$ cat config.mk
export PLATFORM = sky130hd
export DESIGN_NAME = ebt_timer
export DESIGN_NICKNAME = d
export VERILOG_FILES = /design/src/ebt_pkg.sv /design/src/ebt_timer.sv
export SDC_FILE = /design/constraint.sdc
export NUM_CORES = 1
export LEC_CHECK = 0
export BUFFER_PORTS_ARGS = -buffer_cell sky130_fd_sc_hd__buf_2
export CAP_MARGIN = 5
export CORE_AREA = 2 2 64 96
export CTS_BUF_LIST = sky130_fd_sc_hd__clkbuf_16
export CTS_CLUSTER_DIAMETER = 40
export DETAILED_ROUTE_END_ITERATION = 10
export DIE_AREA = 0 0 66 98
export PLACE_DENSITY = 0.83
export SETUP_SLACK_MARGIN = 0.1
export SLEW_MARGIN = 20
export SYNTH_ARGS = -nofsm -noshare
export SYNTH_HDL_FRONTEND = slang
export SYNTH_SLANG_ARGS = --single-unit
$ cat constraint.sdc
create_clock -name clk -period 7.8 [get_ports clk]
set_input_delay 1.56 -clock clk [delete_from_list [all_inputs] [get_ports clk]]
set_output_delay 1.56 -clock clk [all_outputs]
set_load 0.1 [all_outputs]
$ cat src/ebt_pkg.sv
package ebt_pkg;

  // Register byte addresses
  localparam logic [3:0] EBT_OFF_OPTION  = 4'h0;
  localparam logic [3:0] EBT_OFF_INTCTL  = 4'h4;
  localparam logic [3:0] EBT_OFF_COUNT   = 4'h8;
  localparam logic [3:0] EBT_OFF_STATUS  = 4'hC;
  localparam logic [3:0] EBT_OFF_ENABLE  = 4'h0; // Word index 4 below
  localparam logic [5:0] EBT_ADDR_ENABLE = 6'h10;
  localparam logic [5:0] EBT_ADDR_CLEAR  = 6'h14;

  // Option register field positions
  localparam int EBT_POS_SRC    = 5;
  localparam int EBT_POS_EDGE   = 4;
  localparam int EBT_POS_ASSIGN = 3;

  // Interrupt control field positions
  localparam int EBT_POS_IRQ_EN = 5;
  localparam int EBT_POS_OVF    = 2;

  // Status, enable and clear share this layout
  localparam int EBT_POS_EVT_OVF = 0;

  // Reset values
  localparam logic [7:0] EBT_RST_OPTION = 8'hFF;
  localparam logic [7:0] EBT_RST_COUNT  = 8'h00;

  // Timing counts, in instruction cycles and clk phases
  localparam logic [1:0] EBT_PHASES_LAST = 2'h3;
  localparam logic [1:0] EBT_PHASE_Q2    = 2'h1;
  localparam logic [1:0] EBT_PHASE_Q4    = 2'h3;
  localparam logic [1:0] EBT_WR_INHIBIT  = 2'h2;

  typedef struct packed {
    logic       pullup_disable;
    logic       int_edge;
    logic       count_source_select;
    logic       count_edge_select;
    logic       prescaler_assign;
    logic [2:0] prescale_rate_field;
  } ebt_option_t;

  typedef struct packed {
    logic [5:0]  address;
    logic        read;
    logic        write;
    logic [31:0] writedata;
    logic [3:0]  byteenable;
  } ebt_avs_req_t;

  typedef enum logic [1:0] {
    EBT_RD_IDLE = 2'b01,
    EBT_RD_DONE = 2'b10
  } ebt_rd_state_t;

endpackage

$ cat src/ebt_timer.sv
`timescale 1ns/1ps
`default_nettype none
module ebt_timer (
  // Clock, reset, enable
  input  wire logic               clk,
  input  wire logic               srst,
  input  wire logic               ce,
  // Avalon-MM slave
  input  wire ebt_pkg::ebt_avs_req_t avs_req,
  output logic [31:0]             avs_readdata,
  output logic                    avs_waitrequest,
  // External count pin and core status
  input  wire logic               external_count_pin,
  input  wire logic               sleep_mode,
  // Watchdog side
  input  wire logic               wdt_base_tick,
  input  wire logic               watchdog_clear_instruction,
  output logic                    wdt_scaled_tick,
  // Events
  output logic                    overflow_pulse,
  output logic                    irq
);
  import ebt_pkg::*;

  ebt_option_t   option_ff;
  logic [7:0]    count_ff;
  logic [7:0]    presc_ff;
  logic          overflow_flag_ff;
  logic          overflow_irq_enable_ff;
  logic [1:0]    phase_ff;
  logic [1:0]    inhibit_ff;
  logic          pend_ff;
  logic          pin_s1_ff;
  logic          pin_s2_ff;
  logic          pin_s3_ff;
  logic          pin_lvl_ff;
  ebt_rd_state_t rd_state_ff;
  logic [31:0]   rdata_ff;
  logic          wdt_tick_ff;
  logic          ovf_pulse_ff;

  logic        instr_tick;
  logic        sample_phase;
  logic        pin_edge;
  logic        src_evt;
  logic        presc_in;
  logic        presc_out;
  logic        timer_evt;
  logic        count_inc;
  logic        rollover;
  logic        wr_ok;
  logic        rd_take;
  logic        wr_option;
  logic        wr_intctl;
  logic        wr_count;
  logic        wr_enable;
  logic        wr_clear;
  logic [7:0]  wbyte;
  logic [7:0]  nxt_presc;
  logic [31:0] nxt_rdata;

  // Mask of prescaler bits that must all be set for one output tick
  function automatic logic [7:0] presc_mask(input logic [2:0] code,
                                            input logic       to_wdt);
    logic [8:0] full;
    // Four-bit shift amount so that code 111 plus one does not wrap to zero
    full = 9'h001 << ({1'b0, code} + (to_wdt ? 4'h0 : 4'h1));
    presc_mask = 8'(full - 9'h001);
  endfunction

  // Bus decode; writes complete with no wait state
  assign wbyte     = avs_req.writedata[7:0];
  assign wr_ok     = ce & avs_req.write & avs_req.byteenable[0];
  assign wr_option = wr_ok & (avs_req.address == {2'h0, EBT_OFF_OPTION});
  assign wr_intctl = wr_ok & (avs_req.address == {2'h0, EBT_OFF_INTCTL});
  assign wr_count  = wr_ok & (avs_req.address == {2'h0, EBT_OFF_COUNT});
  assign wr_enable = wr_ok & (avs_req.address == EBT_ADDR_ENABLE);
  assign wr_clear  = wr_ok & (avs_req.address == EBT_ADDR_CLEAR);
  assign rd_take   = ce & avs_req.read & (rd_state_ff == EBT_RD_IDLE);
  // Reads take one wait state so the data come from flops
  assign avs_waitrequest = ~ce | (avs_req.read & (rd_state_ff == EBT_RD_IDLE));
  assign avs_readdata    = rdata_ff;

  // Instruction-cycle phases derived from clk
  assign instr_tick   = (phase_ff == EBT_PHASES_LAST);
  assign sample_phase = (phase_ff == EBT_PHASE_Q2) |
                        (phase_ff == EBT_PHASE_Q4);

  always_ff @(posedge clk) begin
    if (srst) begin
      phase_ff <= 2'h0;
    end else if (ce) begin
      phase_ff <= phase_ff + 2'h1;
    end
  end

  // Pin synchroniser; a level counts once stages two and three agree
  always_ff @(posedge clk) begin
    if (srst) begin
      pin_s1_ff  <= 1'b0;
      pin_s2_ff  <= 1'b0;
      pin_s3_ff  <= 1'b0;
      pin_lvl_ff <= 1'b0;
    end else if (ce) begin
      pin_s1_ff <= external_count_pin;
      pin_s2_ff <= pin_s1_ff;
      pin_s3_ff <= pin_s2_ff;
      if (pin_s2_ff == pin_s3_ff) begin
        pin_lvl_ff <= pin_s3_ff;
      end
    end
  end

  assign pin_edge = (pin_s2_ff == pin_s3_ff) & (pin_s3_ff != pin_lvl_ff) &
                    (pin_s3_ff ^ option_ff.count_edge_select);

  // Source choice and prescaler routing
  assign src_evt = option_ff.count_source_select ? pin_edge
                                                 : instr_tick;
  assign presc_in = option_ff.prescaler_assign ? wdt_base_tick
                                               : src_evt;
  assign presc_out = presc_in &
    ((presc_ff & presc_mask(option_ff.prescale_rate_field,
                            option_ff.prescaler_assign)) ==
      presc_mask(option_ff.prescale_rate_field,
                 option_ff.prescaler_assign));
  assign timer_evt = option_ff.prescaler_assign ? src_evt
                                                : presc_out;

  always_comb begin
    nxt_presc = presc_ff;
    if (presc_in) begin
      nxt_presc = presc_ff + 8'h01;
    end
    if (wr_count & ~option_ff.prescaler_assign) begin
      nxt_presc = 8'h00;
    end
    if (watchdog_clear_instruction & option_ff.prescaler_assign) begin
      nxt_presc = 8'h00;
    end
    // Reassignment restarts the shared count, except in sleep with the timer assigned, where the hold below wins
    if (wr_option & (wbyte[EBT_POS_ASSIGN] != option_ff.prescaler_assign)) begin
      nxt_presc = 8'h00;
    end
    // Timer half of the prescaler stops in sleep; watchdog half keeps going
    if (sleep_mode & ~option_ff.prescaler_assign) begin
      nxt_presc = presc_ff;
    end
  end

  always_ff @(posedge clk) begin
    if (srst) begin
      presc_ff <= 8'h00;
    end else if (ce) begin
      presc_ff <= nxt_presc;
    end
  end

  // Watchdog ratio output
  always_ff @(posedge clk) begin
    if (srst) begin
      wdt_tick_ff <= 1'b0;
    end else if (ce) begin
      wdt_tick_ff <= option_ff.prescaler_assign ? presc_out
                                                : wdt_base_tick;
    end
  end
  assign wdt_scaled_tick = wdt_tick_ff;

  // Counter mode: prescaled edges wait for the next Q2 or Q4 sample
  always_ff @(posedge clk) begin
    if (srst) begin
      pend_ff <= 1'b0;
    end else if (ce) begin
      if (wr_count | ~option_ff.count_source_select) begin
        pend_ff <= 1'b0;
      end else if (timer_evt & ~sleep_mode) begin
        pend_ff <= 1'b1;
      end else if (sample_phase & ~sleep_mode) begin
        pend_ff <= 1'b0;
      end
    end
  end

  assign count_inc = ~sleep_mode & (inhibit_ff == 2'h0) &
    (option_ff.count_source_select ? (pend_ff & sample_phase)
                                   : timer_evt);
  assign rollover = count_inc & (count_ff == 8'hFF) & ~wr_count;

  // Write hold-off counted in instruction cycles
  always_ff @(posedge clk) begin
    if (srst) begin
      inhibit_ff <= 2'h0;
    end else if (ce) begin
      if (wr_count) begin
        inhibit_ff <= EBT_WR_INHIBIT;
      end else if (instr_tick & (inhibit_ff != 2'h0)) begin
        inhibit_ff <= inhibit_ff - 2'h1;
      end
    end
  end

  // Count register; a software write beats a same-cycle increment
  always_ff @(posedge clk) begin
    if (srst) begin
      count_ff <= EBT_RST_COUNT;
    end else if (ce) begin
      if (wr_count) begin
        count_ff <= wbyte;
      end else if (count_inc) begin
        count_ff <= count_ff + 8'h01;
      end
    end
  end

  // Option register
  always_ff @(posedge clk) begin
    if (srst) begin
      option_ff <= ebt_option_t'(EBT_RST_OPTION);
    end else if (wr_option) begin
      option_ff <= ebt_option_t'(wbyte);
    end
  end

  // Overflow flag: set wins over any software clear
  always_ff @(posedge clk) begin
    if (srst) begin
      overflow_flag_ff <= 1'b0;
    end else if (ce) begin
      if (rollover) begin
        overflow_flag_ff <= 1'b1;
      end else if (wr_intctl & ~wbyte[EBT_POS_OVF]) begin
        overflow_flag_ff <= 1'b0;
      end else if (wr_clear & avs_req.writedata[EBT_POS_EVT_OVF]) begin
        overflow_flag_ff <= 1'b0;
      end
    end
  end

  always_ff @(posedge clk) begin
    if (srst) begin
      overflow_irq_enable_ff <= 1'b0;
    end else if (wr_intctl) begin
      overflow_irq_enable_ff <= wbyte[EBT_POS_IRQ_EN];
    end else if (wr_enable) begin
      overflow_irq_enable_ff <= avs_req.writedata[EBT_POS_EVT_OVF];
    end
  end

  assign irq = overflow_flag_ff & overflow_irq_enable_ff;

  always_ff @(posedge clk) begin
    if (srst) begin
      ovf_pulse_ff <= 1'b0;
    end else if (ce) begin
      ovf_pulse_ff <= rollover;
    end
  end
  assign overflow_pulse = ovf_pulse_ff;

  // Read mux; unmapped and write-only words read as zero
  always_comb begin
    nxt_rdata = 32'h0000_0000;
    unique case (avs_req.address)
      {2'h0, EBT_OFF_OPTION}: nxt_rdata[7:0] = option_ff;
      {2'h0, EBT_OFF_INTCTL}: begin
        nxt_rdata[EBT_POS_IRQ_EN] = overflow_irq_enable_ff;
        nxt_rdata[EBT_POS_OVF]    = overflow_flag_ff;
      end
      {2'h0, EBT_OFF_COUNT}:  nxt_rdata[7:0] = count_ff;
      {2'h0, EBT_OFF_STATUS}: nxt_rdata[EBT_POS_EVT_OVF] = overflow_flag_ff;
      EBT_ADDR_ENABLE: nxt_rdata[EBT_POS_EVT_OVF] = overflow_irq_enable_ff;
      default: nxt_rdata = 32'h0000_0000;
    endcase
  end

  always_ff @(posedge clk) begin
    if (srst) begin
      rd_state_ff <= EBT_RD_IDLE;
      rdata_ff    <= 32'h0000_0000;
    end else if (ce) begin
      unique case (rd_state_ff)
        EBT_RD_IDLE: begin
          if (rd_take) begin
            rdata_ff    <= nxt_rdata;
            rd_state_ff <= EBT_RD_DONE;
          end
        end
        EBT_RD_DONE: rd_state_ff <= EBT_RD_IDLE;
        default:     rd_state_ff <= EBT_RD_IDLE;
      endcase
    end
  end

endmodule
`default_nettype wire

# --- Yosys cells after proc, flatten, opt, wreduce, memory -nomap -nowiden ---
# Cells that the tools add are included.
word_totals:
  output_inout_bits: 36
  word_cells: 129
  reg_bits: 47
classes:
  shifts: 1
  bitwise: 40
  n_eq_ne: 14
  n_mux: 30
  n_reduce_logical: 17
  addsub: 6
ops:
  columns: ["op", "n"]
  rows:
  - ["8-bit two-way mux", 6]
  - ["1-bit bitwise AND", 28]
  - ["8-bit by 1-bit adder with 8-bit output, second input constant", 2]
  - ["1-bit two-way mux", 14]
  - ["6-bit by 4-bit equality test with 1-bit output, second input constant", 2]
  - ["6-bit by 5-bit equality test with 1-bit output, second input constant", 2]
  - ["2-bit AND reduction", 6]
  - ["8-bit bitwise AND", 1]
  - ["8-bit equality test", 1]
  - ["8-bit equality test, second input constant", 1]
  - ["2-bit two-way mux", 4]
  - ["2-bit case mux with 2 select lines", 2]
  - ["2-bit nonzero test", 4]
  - ["1-bit by 4-bit left shift with 8-bit output, first input constant", 1]
  - ["8-bit by 1-bit subtractor with 8-bit output, second input constant", 1]
  - ["1-bit inverter", 7]
  - ["6-bit by 3-bit equality test with 1-bit output, second input constant", 1]
  - ["6-bit logical NOT", 1]
  - ["1-bit case mux with 3 select lines", 2]
  - ["3-bit AND reduction", 2]
  - ["3-bit nonzero test", 2]
  - ["3-bit by 1-bit adder with 4-bit output", 1]
  - ["2-bit by 1-bit equality test with 1-bit output, second input constant", 2]
  - ["1-bit case mux with 4 select lines", 1]
  - ["11 further kinds", 14]

# --- Logic depth before layout (Yosys ltp) ---
# Gate-level depths: netlist of run 1.
logic_depth:
  ltp_word: 14
  depth_mapped: 16

# --- Least setup slack after synthesis of run 1 ---
# OpenSTA, ideal clock, no wires.
synth_path:
  path_type: "input to output"
  startpoint: "in ce"
  endpoint: "out avs_waitrequest"
  cell_stages: 3
  path_buffers: 2
  setup_slack_ns: 3.575
  arrival_ns: 2.665
  required_ns: 6.240
  cell_sequence: "buf_4 clkbuf_1 nand2_1"
synth_between:
  elab_chain_len: 2
synth_rtl:
  columns: ["element", "line_no", "source"]
  rows:
  - ["start: declaration", "ebt_timer.sv:7", "input wire logic ce,"]
  - ["1-bit inverter", "ebt_timer.sv:81", "assign avs_waitrequest = ~ce | (avs_req.read & (rd_state_ff == EBT_RD_IDLE));"]
  - ["1-bit bitwise OR", "ebt_timer.sv:81", null]
  - ["end: declaration", "ebt_timer.sv:11", "output logic avs_waitrequest,"]
# Every way passes these cells.

# --- Final worst setup path of run 1 ---
layout_path:
  startpoint: "reg option_ff[3] (netlist name)"
  endpoint: "reg ovf_pulse_ff, in the netlist overflow_pulse"
layout_between:
  elab_chain_len: 12
  word_cells_on_any_way: 13
  cone_classes: "2 x add/sub; 1 x eq/ne; 1 x shift; 4 x mux; 5 x bitwise"
layout_rtl:
  columns: ["element", "line_no", "source"]
  rows:
  - ["start: declaration", "ebt_timer.sv:25", "ebt_option_t option_ff;"]
  - ["start signal: assignment", "ebt_timer.sv:219", "option_ff <= ebt_option_t'(EBT_RST_OPTION);"]
  - ["start signal: assignment", "ebt_timer.sv:221", "option_ff <= ebt_option_t'(wbyte);"]
  - ["1-bit two-way mux", "ebt_timer.sv:67", "full = 9'h001 << ({1'b0, code} + (to_wdt ? 4'h0 : 4'h1));"]
  - ["3-bit by 1-bit adder with 4-bit output", "ebt_timer.sv:67", null]
  - ["1-bit by 4-bit left shift with 8-bit output", "ebt_timer.sv:67", null]
  - ["8-bit by 1-bit subtractor with 8-bit output", "ebt_timer.sv:68", "presc_mask = 8'(full - 9'h001);"]
  - ["8-bit bitwise AND", "ebt_timer.sv:123", "((presc_ff & presc_mask(option_ff.prescale_rate_field,"]
  - ["8-bit equality test", "ebt_timer.sv:124", "option_ff.prescaler_assign)) =="]
  - ["1-bit bitwise AND", "ebt_timer.sv:122", "assign presc_out = presc_in &"]
  - ["1-bit two-way mux *", "ebt_timer.sv:127", "assign timer_evt = option_ff.prescaler_assign ? src_evt"]
  - ["1-bit two-way mux *", "ebt_timer.sv:186", "(option_ff.count_source_select ? (pend_ff & sample_phase)"]
  - ["1-bit bitwise AND *", "ebt_timer.sv:185", "assign count_inc = ~sleep_mode & (inhibit_ff == 2'h0) &"]
  - ["1-bit bitwise AND * (2 in series)", "ebt_timer.sv:188", "assign rollover = count_inc & (count_ff == 8'hFF) & ~wr_count;"]
  - ["end signal: assignment", "ebt_timer.sv:256", "ovf_pulse_ff <= rollover;"]
  - ["end: declaration", "ebt_timer.sv:40", "logic ovf_pulse_ff;"]
# Mark *: on every way between the ends. The rest lies on a longest branch, timed or not.
# A chain may end at the register's enable or synchronous reset.

==> summary.txt, run 1 <==
Drt
  – Iteration-0 DRC count of the detailed router: 159
  – Post-route DRC violation count: 0
  – Count of nets left with antenna violations after detail routing: 0
  – Average via count per standard cell: roughly 5.9
  – Detailed Route WL: 7070 um
  – Length of the first detailed-routing pass in iterations: 4
  – Post-DR wirelength/cell: 14.8 um
  – Total vias in the final route: 2802

Clocking
  – Post-CTS Hold Buffers: 0
  – CTS tree: yes
  – Clock-pin slew on the worst setup and hold paths: ~0.060 ns
  – CTS buffer count: 5
  – Clock tree root driver cell: clkbuf_16
  – Clk_lat worst skew: approximately 0.28 ns
  – Number of buffers inserted by post-CTS setup repair: 0
  – Number of clock sinks: 47
  – Number of resized instances in the post-cts repair step: 0
  – H-tree depth reported by CTS: 2
  – Maximum number of buffers from clock root to sink: 2

Logic synthesis
  – Number of cells produced by synthesis: 381
  – Part of the Yosys area used for sequential elements: 30.4%
  – Count of flip-flops with a built-in enable after synthesis: 0
  – Ys flop type: dfxtp_1
  – Unique cell type count in the Yosys netlist: 73
  – Per-instance average area after synthesis: around 8.1 um^2
  – Syn. warnings: 0
  – Share of async-settable or async-resettable flops after synthesis: 0%
  – Netlist area before placement: around 3100 um^2
  – Yosys reg bits: 47

Layout
  – Count of inserted antenna diode cells: 0
  – FF/Latch Area: 941 um^2
  – Final instance area: 3350 um^2
  – Net count reported at finish: 465
  – Multi-input combinational cell area: 1920 um^2
  – Area growth, synth to finish: 8.03%
  – Share of cells above drive strength 1: approximately 15%
  – Filler cell count in the final layout: 534
  – Fin util: 58.7%

Power
  – Combinational power share: 18.5%
  – Switch share: 30.9%
  – Static power due to leakage: 0.00136 uW
  – Relative contribution of sequential cells to total power: 41.8%
  – Net Sw Power: 184 uW
  – Clock group share of total power: 39.7%
  – Ratio of total power to cell area: 178 nW/um^2
  – Cell Int Power: 411 uW
  – Max IR drop VDD: 0.125 mV

STA
  – Setup violators final: 0
  – Transition time at the pin with the least slew margin: 0.741 ns
  – Number of max-slew violations in the final report: 0
  – Shortest period the worst path allows: 4.37 ns
  – Top achievable clock speed: 229 MHz
  – Worst clock skew: 0.00460 ns
  – Final period util: 56.0%
  – Endpoints failing hold: 0
  – Max-Slew Margin vs Limit: about half
  – Setup WS post-layout: ~3.4 ns
  – Unrepaired setup endpoints after global routing: no
  – Sum of negative setup slack: 0 ns

GRT
  – Initial antenna violation count: 0
  – Pin count of the biggest net entering global routing: 46
  – Global route hottest layer: met2
  – Total grt overflow: 0
  – First-pass GRT wire length: 11900 um
  – GR Layer Usage met1: 27.2%
  – Global routing usage on met3: 1.84%
  – Vias in the first global route: 2629
  – All-layer global routing usage: 22.7%
  – Global Route met2 Usage: ~40%

Floorplanning
  – Placeable Area: between 5000 and 6000 um^2
  – IO Count: 87
  – Die height: 98 um
  – Die W: 66 um
  – Row Count: 34
  – Initial standard-cell utilization of the core: 54.4%
  – Die Outline Area: 6470 um^2

Place
  – Buffers on Ports: 35
  – Dpl ws: 3.55 ns
  – Routability congestion estimate from global placement: 0.909
  – Instance area after placement: 3190 um^2
  – Final HPWL DP: 5200 um

Hold path
  – Worst hold path class: flip-flop to flip-flop

Run
  – Max Cap Violations: 0

Worst setup path
  – Startpoint kind of the worst setup timing path: flip-flop
  – Crit Path Class: flip-flop to flip-flop
  – CP Capture Type: flip-flop
  – Critical path required time: around 8.0 ns
  – Critical path fanouts, max: 10
  – Arrival time of the worst setup path: 4.55 ns

Status
  – Run status: finished, final reports clean
flip-flops by register name, summed over array words and instances (netlist names), 2 cells and up:
| register | flops |
|---|---|
| presc_ff | 8 |
| avs_readdata | 8 |
| inhibit_ff | 2 |
| phase_ff | 2 |
| count_ff | 8 |
| option_ff | 8 |
| rd_state_ff | 2 |
synth_stat cells, types with 2 or more instances:
library cell | n | share of area (%)
or3_1 | 3 | 0.61
o22ai_1 | 3 | 0.61
a21boi_0 | 2 | 0.48
nor2_1 | 40 | 4.8
buf_2 | 2 | 0.32
o21ai_0 | 12 | 1.9
a211oi_1 | 4 | 0.97
nor2b_1 | 3 | 0.61
o41ai_1 | 2 | 0.57
or4bb_1 | 2 | 0.73
xor2_1 | 2 | 0.57
a21o_1 | 3 | 0.73
a221oi_1 | 7 | 2.0
buf_4 | 27 | 6.5
nand4bb_1 | 2 | 0.73
a21oi_1 | 23 | 3.7
dfxtp_1 | 47 | 30
a22oi_1 | 3 | 0.73
nand2b_1 | 4 | 0.81
nand3_1 | 11 | 1.8
clkbuf_1 | 11 | 1.3
xnor2_1 | 8 | 2.3
nor3_1 | 14 | 2.3
a31oi_1 | 4 | 0.81
and3_1 | 2 | 0.40
ha_1 | 9 | 3.6
and2_1 | 3 | 0.61
nor3b_1 | 4 | 0.97
and3b_1 | 2 | 0.57
mux2i_1 | 8 | 2.6
o211ai_1 | 3 | 0.73
o21bai_1 | 2 | 0.48
or2_2 | 3 | 0.61
o311ai_0 | 3 | 0.85
nand3b_1 | 13 | 3.1
nand2_1 | 39 | 4.7
nor4_4 | 3 | 2.1
inv_1 | 13 | 1.6
area by class of cell:
type	instances	area share, %
clock inverters	2	1.01
repair buffers	36	5.46
clock buffers	5	3.74
inverters	14	1.57
well taps	72	2.69
multi-input cells	301	57.4
flip-flops and latches	47	28.1
logic make-up after synthesis:
kind of cell	count (synthesis)	synth area share, %
mux	10	3.67
buf+inv	56	10.4
xor+xnor	10	2.83
flops	47	30.4
compound gates	88	20.1
fa+ha+maj	9	3.63
other cells	1	0.121
simple gates	160	28.9
through the flow:
stage	power, uW	hold slack [ns]	cells
final	595	0.460	477
after global routing	614	0.479	477
after CTS	595	0.458	477
after detailed placement	364	0.449	470
after global placement	362	0.440	470
after floorplan	357	0.430	404
path summary, 6_finish.rpt:
kind | start | cells past startpoint | end | slack (ns)
setup / recovery | option_ff[3] | 15 | overflow_pulse | 3.43
hold / removal | avs_readdata[5] | 2 | avs_readdata[5] | 0.46
setup reg to reg | option_ff[3] | 15 | overflow_pulse | 3.43
hold reg to reg | avs_readdata[5] | 2 | avs_readdata[5] | 0.46
cells in the final DEF (no fill, tap or decap), types with 4 or more instances in the layout:
| master | Yosys | final |
|---|---|---|
| o21ai_0 | 12 | 12 |
| a221oi_1 | 7 | 7 |
| nand3_1 | 11 | 11 |
| a21oi_1 | 23 | 23 |
| nor2_1 | 40 | 40 |
| inv_1 | 13 | 14 |
| ha_1 | 9 | 9 |
| clkbuf_16 | 0 | 5 |
| conb_1 | 1 | 24 |
| nand3b_1 | 13 | 13 |
| nand2_1 | 39 | 39 |
| a31oi_1 | 4 | 4 |
| nor3_1 | 14 | 14 |
| mux2i_1 | 8 | 8 |
| xnor2_1 | 8 | 8 |
| nor3b_1 | 4 | 4 |
| buf_2 | 2 | 35 |
| dfxtp_1 | 47 | 47 |
| nand2b_1 | 4 | 4 |
| a211oi_1 | 4 | 4 |
power by group through the flow:
stage | clock [uW] | combinational [uW] | sequential, uW
after detailed placement | 0 | 110 | 254
after floorplan | 0 | 91.1 | 266
final | 236 | 110 | 249
after global routing | 249 | 116 | 249
after global placement | 0 | 108 | 254
after CTS | 237 | 110 | 249
per-layer routing:
layer  wire [um]  vias to the layer above
li1            -                     1372
met1        2690                     1328
met2        3870                       86
met3         287                       16
met4         222                        0
met5           0                        -
worst max-delay path: stages, from the launching register on:
cell	delay, ns
dfxtp_1	0.49
inv_1	0.21
ha_1	0.23
ha_1	0.28
or2_2	0.32
o2bb2ai_1	0.25
nand2_1	0.10
ha_1	0.29
nor2_1	0.06
or3_1	0.38
o32ai_1	0.21
nand4_1	0.18
nor4_4	0.51
a22o_1	0.28
nand2b_1	0.13
o41ai_1	0.33
No activity file was read; power rests on OpenSTA's default activity.
==> run 2, diff against run 1 <==
Settings changed: CORE_AREA 2 2 64 96 to 2 2 66 99, DIE_AREA 0 0 66 98 to 0 0 68 101, PLACE_DENSITY 0.83 to 0.79.
Clock period 7.8 ns to 4.3 ns, I/O delays scaled along.
==> summary.txt, run 2 (synthesized netlist as in run 1, its figures left out) <==
Power
  – Max IR drop VDD: about 0.27 mV
  – Ratio of total power to cell area: around 300 nW/um^2
  – Static power due to leakage: 0.00138 uW

Floorplanning
  – Die Outline Area: 6870 um^2
  – Placeable Area: a little over 6000 um^2
  – Initial standard-cell utilization of the core: 51.3%
  – Die W: 68 um
  – Die height: 101 um
  – Row Count: 35
  – IO Count: 87

Place
  – Buffers on Ports: 35
  – Dpl cells: 479
  – Routability congestion estimate from global placement: ~0.87
  – Dpl ws: 0.568 ns
  – Final HPWL DP: 5400 um

STA
  – Worst hold slack: 0.453 ns
  – Setup WS post-layout: 0.531 ns
  – Final period util: just under 90%
  – Endpoints failing hold: 0
  – Number of max-slew violations in the final report: 0
  – Sum of negative setup slack: 0 ns
  – Setup violators final: 0
  – Transition time at the pin with the least slew margin: 0.735 ns
  – Worst clock skew: 0.00270 ns
  – Max-Slew Margin vs Limit: between 50% and 60%
  – Shortest period the worst path allows: 3.77 ns
  – Unrepaired setup endpoints after global routing: no
  – Top achievable clock speed: 265 MHz

Hold path
  – Worst Hold Endpoint: overflow_pulse
  – Hold Crit Start: overflow_pulse
  – Count of cells along the worst hold path: 2
  – Worst hold path class: flip-flop to flip-flop

GRT
  – Global route hottest layer: met2
  – GR Layer Usage met1: 25.3%
  – Vias in the first global route: roughly 2700
  – All-layer global routing usage: 22.1%
  – Global Route met2 Usage: 40.3%
  – Pin count of the biggest net entering global routing: 46
  – Total grt overflow: 0
  – Global routing usage on met3: between 1.5 and 2%
  – Initial antenna violation count: 0
  – First-pass GRT wire length: 11900 um

Drt
  – Post-route DRC violation count: 0
  – Detailed Route WL: between 7000 and 8000 um
  – Count of nets left with antenna violations after detail routing: 0
  – Iteration-0 DRC count of the detailed router: between 150 and 200
  – Total vias in the final route: approximately 2800
  – Average via count per standard cell: 5.82
  – Post-DR wirelength/cell: ~15 um
  – Length of the first detailed-routing pass in iterations: 4

Clocking
  – H-tree depth reported by CTS: 2
  – Number of resized instances in the post-cts repair step: 0
  – Number of clock sinks: 47
  – CTS buffer count: 5
  – CTS tree: yes
  – Clock tree root driver cell: clkbuf_16
  – Post-CTS Hold Buffers: 0
  – Number of buffers inserted by post-CTS setup repair: 0
  – Maximum number of buffers from clock root to sink: 2
  – Clock-pin slew on the worst setup and hold paths: 0.06 ns
  – Clk_lat worst skew: 0.29 ns

Worst setup path
  – Critical path required time: around 4.5 ns
  – Startpoint kind of the worst setup timing path: flip-flop
  – Cell-by-cell listing of the critical path: inv_1, buf_4, ha_1, xor2_1, o2bb2ai_1, nand2_1, ha_1, nor2_1, or3_1, o32ai_1, nand4_1, nor4_4, a22o_1, nand2b_1, o41ai_1
  – R2R depth: 15
  – Master of the slowest instance on the critical path: nor4_4
  – Worst reg2reg startpoint: option_ff[3]
  – R2r endpoint: overflow_flag_ff
  – Cell repeated most along the worst path: ha_1
  – CP Capture Type: flip-flop
  – Crit Path Class: flip-flop to flip-flop
  – Buffers & Inverters on Critical Path: 2
  – Arrival time of the worst setup path: about 4 ns
  – Largest delay share family, worst path: simple AND/OR/NAND/NOR gates
  – Delay of the slowest cell on the worst path: 0.50 ns
  – Critical path fanouts, max: 10
  – Flop-to-flop setup slack: 0.53 ns

Status
  – Run status: finished, final reports clean

Run
  – Max Cap Violations: 0

Layout
  – Top library cells by usage in the layout, fill and taps aside: dfxtp_1, nor2_1, nand2_1
  – Fin util: 56.0%
  – Area growth, synth to finish: 9.25%
  – Commonest non-fill, non-tap cell in the layout: dfxtp_1
  – Net count reported at finish: between 400 and 500
  – Non-filler cells in the finished layout: 487
  – Share of cells above drive strength 1: between 10% and 20%
  – Filler cell count in the final layout: 569
  – Count of inserted antenna diode cells: 0
==> run 2: cell type report <==
class | instances | area (um^2) | area share [%]
Clock buffer | 5 | 125 | 3.70
Clock inverter | 3 | 16.3 | 0.480
Inverter | 14 | 52.6 | 1.55
Multi-Input combinational cell | 301 | 1920 | 56.8
Sequential cell | 47 | 941 | 27.8
Tap cell | 74 | 92.6 | 2.73
Timing Repair Buffer | 43 | 235 | 6.95
==> run 2: tightest hold or removal path, cell delays in order (launching register included) <==
cell,delay [ns]
dfxtp_1,0.32
nand2_1,0.05
o41ai_1,0.05
==> run 2: how the worst max path moves through the flow <==
| stage | startpoint | to | slack [ns] | cells after the start |
|---|---|---|---|---|
| after global routing | option_ff[3] | overflow_pulse | 0.23 | 15 |
| after detailed placement | option_ff[3] | overflow_pulse | 0.57 | 15 |
| after floorplan | option_ff[3] | pend_ff | 0.59 | 16 |
| after CTS | option_ff[3] | overflow_pulse | 0.52 | 15 |
| after global placement | option_ff[3] | overflow_flag_ff | 0.56 | 15 |
| final | option_ff[3] | overflow_flag_ff | 0.53 | 15 |
==> run 2: power by group <==
group	switching, uW	internal, uW
registers	6.57	444
clock network	164	212
logic	168	33.0
==> run 2: per-layer routing <==
layer | routed length (um) | up-vias
met5 | 0 | -
met4 | 215 | 0
met3 | 287 | 19
met2 | 3950 | 84
met1 | 2650 | 1349
li1 | - | 1384
==> run 2: metrics by stage <==
stage	total power, uW	area, um^2
after floorplan	647	3190
after global placement	658	3240
after detailed placement	660	3240
after CTS	1030	3390
after global routing	1060	3390
final	1030	3390
==> run 3, diff against run 2 <==
Settings changed: RECOVER_POWER from default to 50.
==> summary.txt, run 3 (synthesized netlist as in run 1, its figures left out) <==
Status
  – Run status: finished with violations
  – Violated checks: capacitance limit, slew limit

Worst setup path
  – Worst reg2reg startpoint: option_ff[3]
  – Critical path required time: 4.45 ns
  – Critical path fanouts, max: 9
  – Cell repeated most along the worst path: o21bai_1
  – Flop-to-flop setup slack: between 0.5 and 0.6 ns
  – Master of the slowest instance on the critical path: or4_1
  – CP Capture Type: flip-flop
  – Delay of the slowest cell on the worst path: 0.68 ns
  – R2R depth: 15
  – Cell-by-cell listing of the critical path: clkbuf_1, or4_1, nor3_1, nand4_1, o21bai_1, a21oi_1, o21bai_1, nor2_1
  – Crit path launch: avs_req[42]
  – Startpoint kind of the worst setup timing path: primary input
  – Crit Path Class: primary input to flip-flop
  – Arrival time of the worst setup path: 3.94 ns

Clocking
  – Maximum number of buffers from clock root to sink: 2
  – CTS buffer count: 5
  – Number of clock sinks: between 40 and 50
  – Number of resized instances in the post-cts repair step: 0
  – CTS tree: yes
  – Clock-pin slew on the worst setup and hold paths: 0.06 ns
  – Clk_lat worst skew: 0.29 ns
  – Number of buffers inserted by post-CTS setup repair: 0
  – Clock tree root driver cell: clkbuf_16
  – Post-CTS Hold Buffers: 0
  – H-tree depth reported by CTS: 2

Hold path
  – Worst hold path class: flip-flop to flip-flop
  – Hold Crit Start: overflow_pulse
  – Count of cells along the worst hold path: 2

Floorplanning
  – IO Count: 87
  – Placeable Area: 6040 um^2
  – Die Outline Area: 6870 um^2
  – Die height: 101 um
  – Die W: 68 um
  – Initial standard-cell utilization of the core: between 50% and 60%
  – Row Count: 35

Layout
  – Area growth, synth to finish: 8.03%
  – Net count reported at finish: 472
  – Top library cells by usage in the layout, fill and taps aside: dfxtp_1, nor2_1, nand2_1
  – Filler cell count in the final layout: between 500 and 600
  – Non-filler cells in the finished layout: roughly 490
  – Share of cells above drive strength 1: between 10% and 20%
  – Count of inserted antenna diode cells: 0
  – Commonest non-fill, non-tap cell in the layout: dfxtp_1

STA
  – Shortest period the worst path allows: 3.79 ns
  – Unrepaired setup endpoints after global routing: no
  – Final period util: 88.2%
  – Endpoints failing hold: 0
  – Sum of negative setup slack: 0 ns
  – Transition time at the pin with the least slew margin: 1.77 ns
  – Number of max-slew violations in the final report: 46
  – Setup violators final: 0
  – Max-Slew Margin vs Limit: -18.3%
  – Setup WS post-layout: approximately 0.5 ns
  – Worst clock skew: ~0.0021 ns
  – Top achievable clock speed: 264 MHz

Drt
  – Detailed Route WL: 7140 um
  – Average via count per standard cell: between 5 and 6
  – Length of the first detailed-routing pass in iterations: 4
  – Post-DR wirelength/cell: 14.7 um
  – Iteration-0 DRC count of the detailed router: 142
  – Post-route DRC violation count: 0
  – Count of nets left with antenna violations after detail routing: 0
  – Total vias in the final route: 2805

GRT
  – Total grt overflow: 0
  – Pin count of the biggest net entering global routing: 46
  – Initial antenna violation count: 0
  – Vias in the first global route: 2685
  – All-layer global routing usage: about 22%
  – First-pass GRT wire length: roughly 12000 um

Place
  – Dpl cells: 479
  – Routability congestion estimate from global placement: 0.875
  – Buffers on Ports: 35
  – Dpl ws: 0.568 ns
  – Final HPWL DP: 5400 um

Power
  – Max IR drop VDD: 0.273 mV
  – Total design power: 1030 uW
  – Static power due to leakage: 0.00132 uW
  – Ratio of total power to cell area: 307 nW/um^2

Run
  – Max Cap Violations: 1
-- run 3: cell types whose count changed in the layout (fill, tap and decap cells not counted), sizes merged --
| cell | before | now |
|---|---|---|
| buf | 43 | 30 |
| clkbuf | 5 | 18 |
-- run 3: area by class of cell --
type                            count  area [um^2]  share of cell area (%)
Clock inverter                      3         16.3                   0.486
Multi-Input combinational cell    301         1900                    56.8
Tap cell                           74         92.6                    2.77
Clock buffer                        5          125                    3.74
Sequential cell                    47          941                    28.1
Inverter                           14         52.6                    1.57
Timing Repair Buffer               43          219                    6.54
-- run 3: power by group --
group          total, uW  switching (uW)  internal, uW
clock                377             165           212
sequential           451            6.72           444
combinational        198             167          31.5
-- run 3: layer usage --
| layer | wire length, um | GRT usage, % |
|---|---|---|
| met3 | 269 | 1.56 |
| met1 | 2710 | 25.3 |
| met5 | 0 | 0 |
| met4 | 213 | 9.69 |
| met2 | 3940 | 40.3 |
-- run 3: through the flow --
| step | hold WS [ns] | util (%) | area [um^2] |
|---|---|---|---|
| 6_report | 0.455 | 55.4 | 3350 |
| 5_1_grt | 0.491 | 55.4 | 3350 |
| 4_1_cts | 0.460 | 56.0 | 3390 |
| 3_5_place_dp | 0.438 | 53.7 | 3240 |
| 3_3_place_gp | 0.434 | 53.7 | 3240 |
| 2_1_floorplan | 0.430 | - | 3190 |
-- run 3: final timing paths --
check | to
max | presc_ff[1]
min | overflow_pulse
max reg2reg | overflow_flag_ff
min reg2reg | overflow_pulse
-- run 3: worst max-delay path: cells and delay by family --
kind / cells / cell delay, ns
buf+inv: 1 / 0.15
simple gates: 4 / 1.85
compound gates: 3 / 1.07
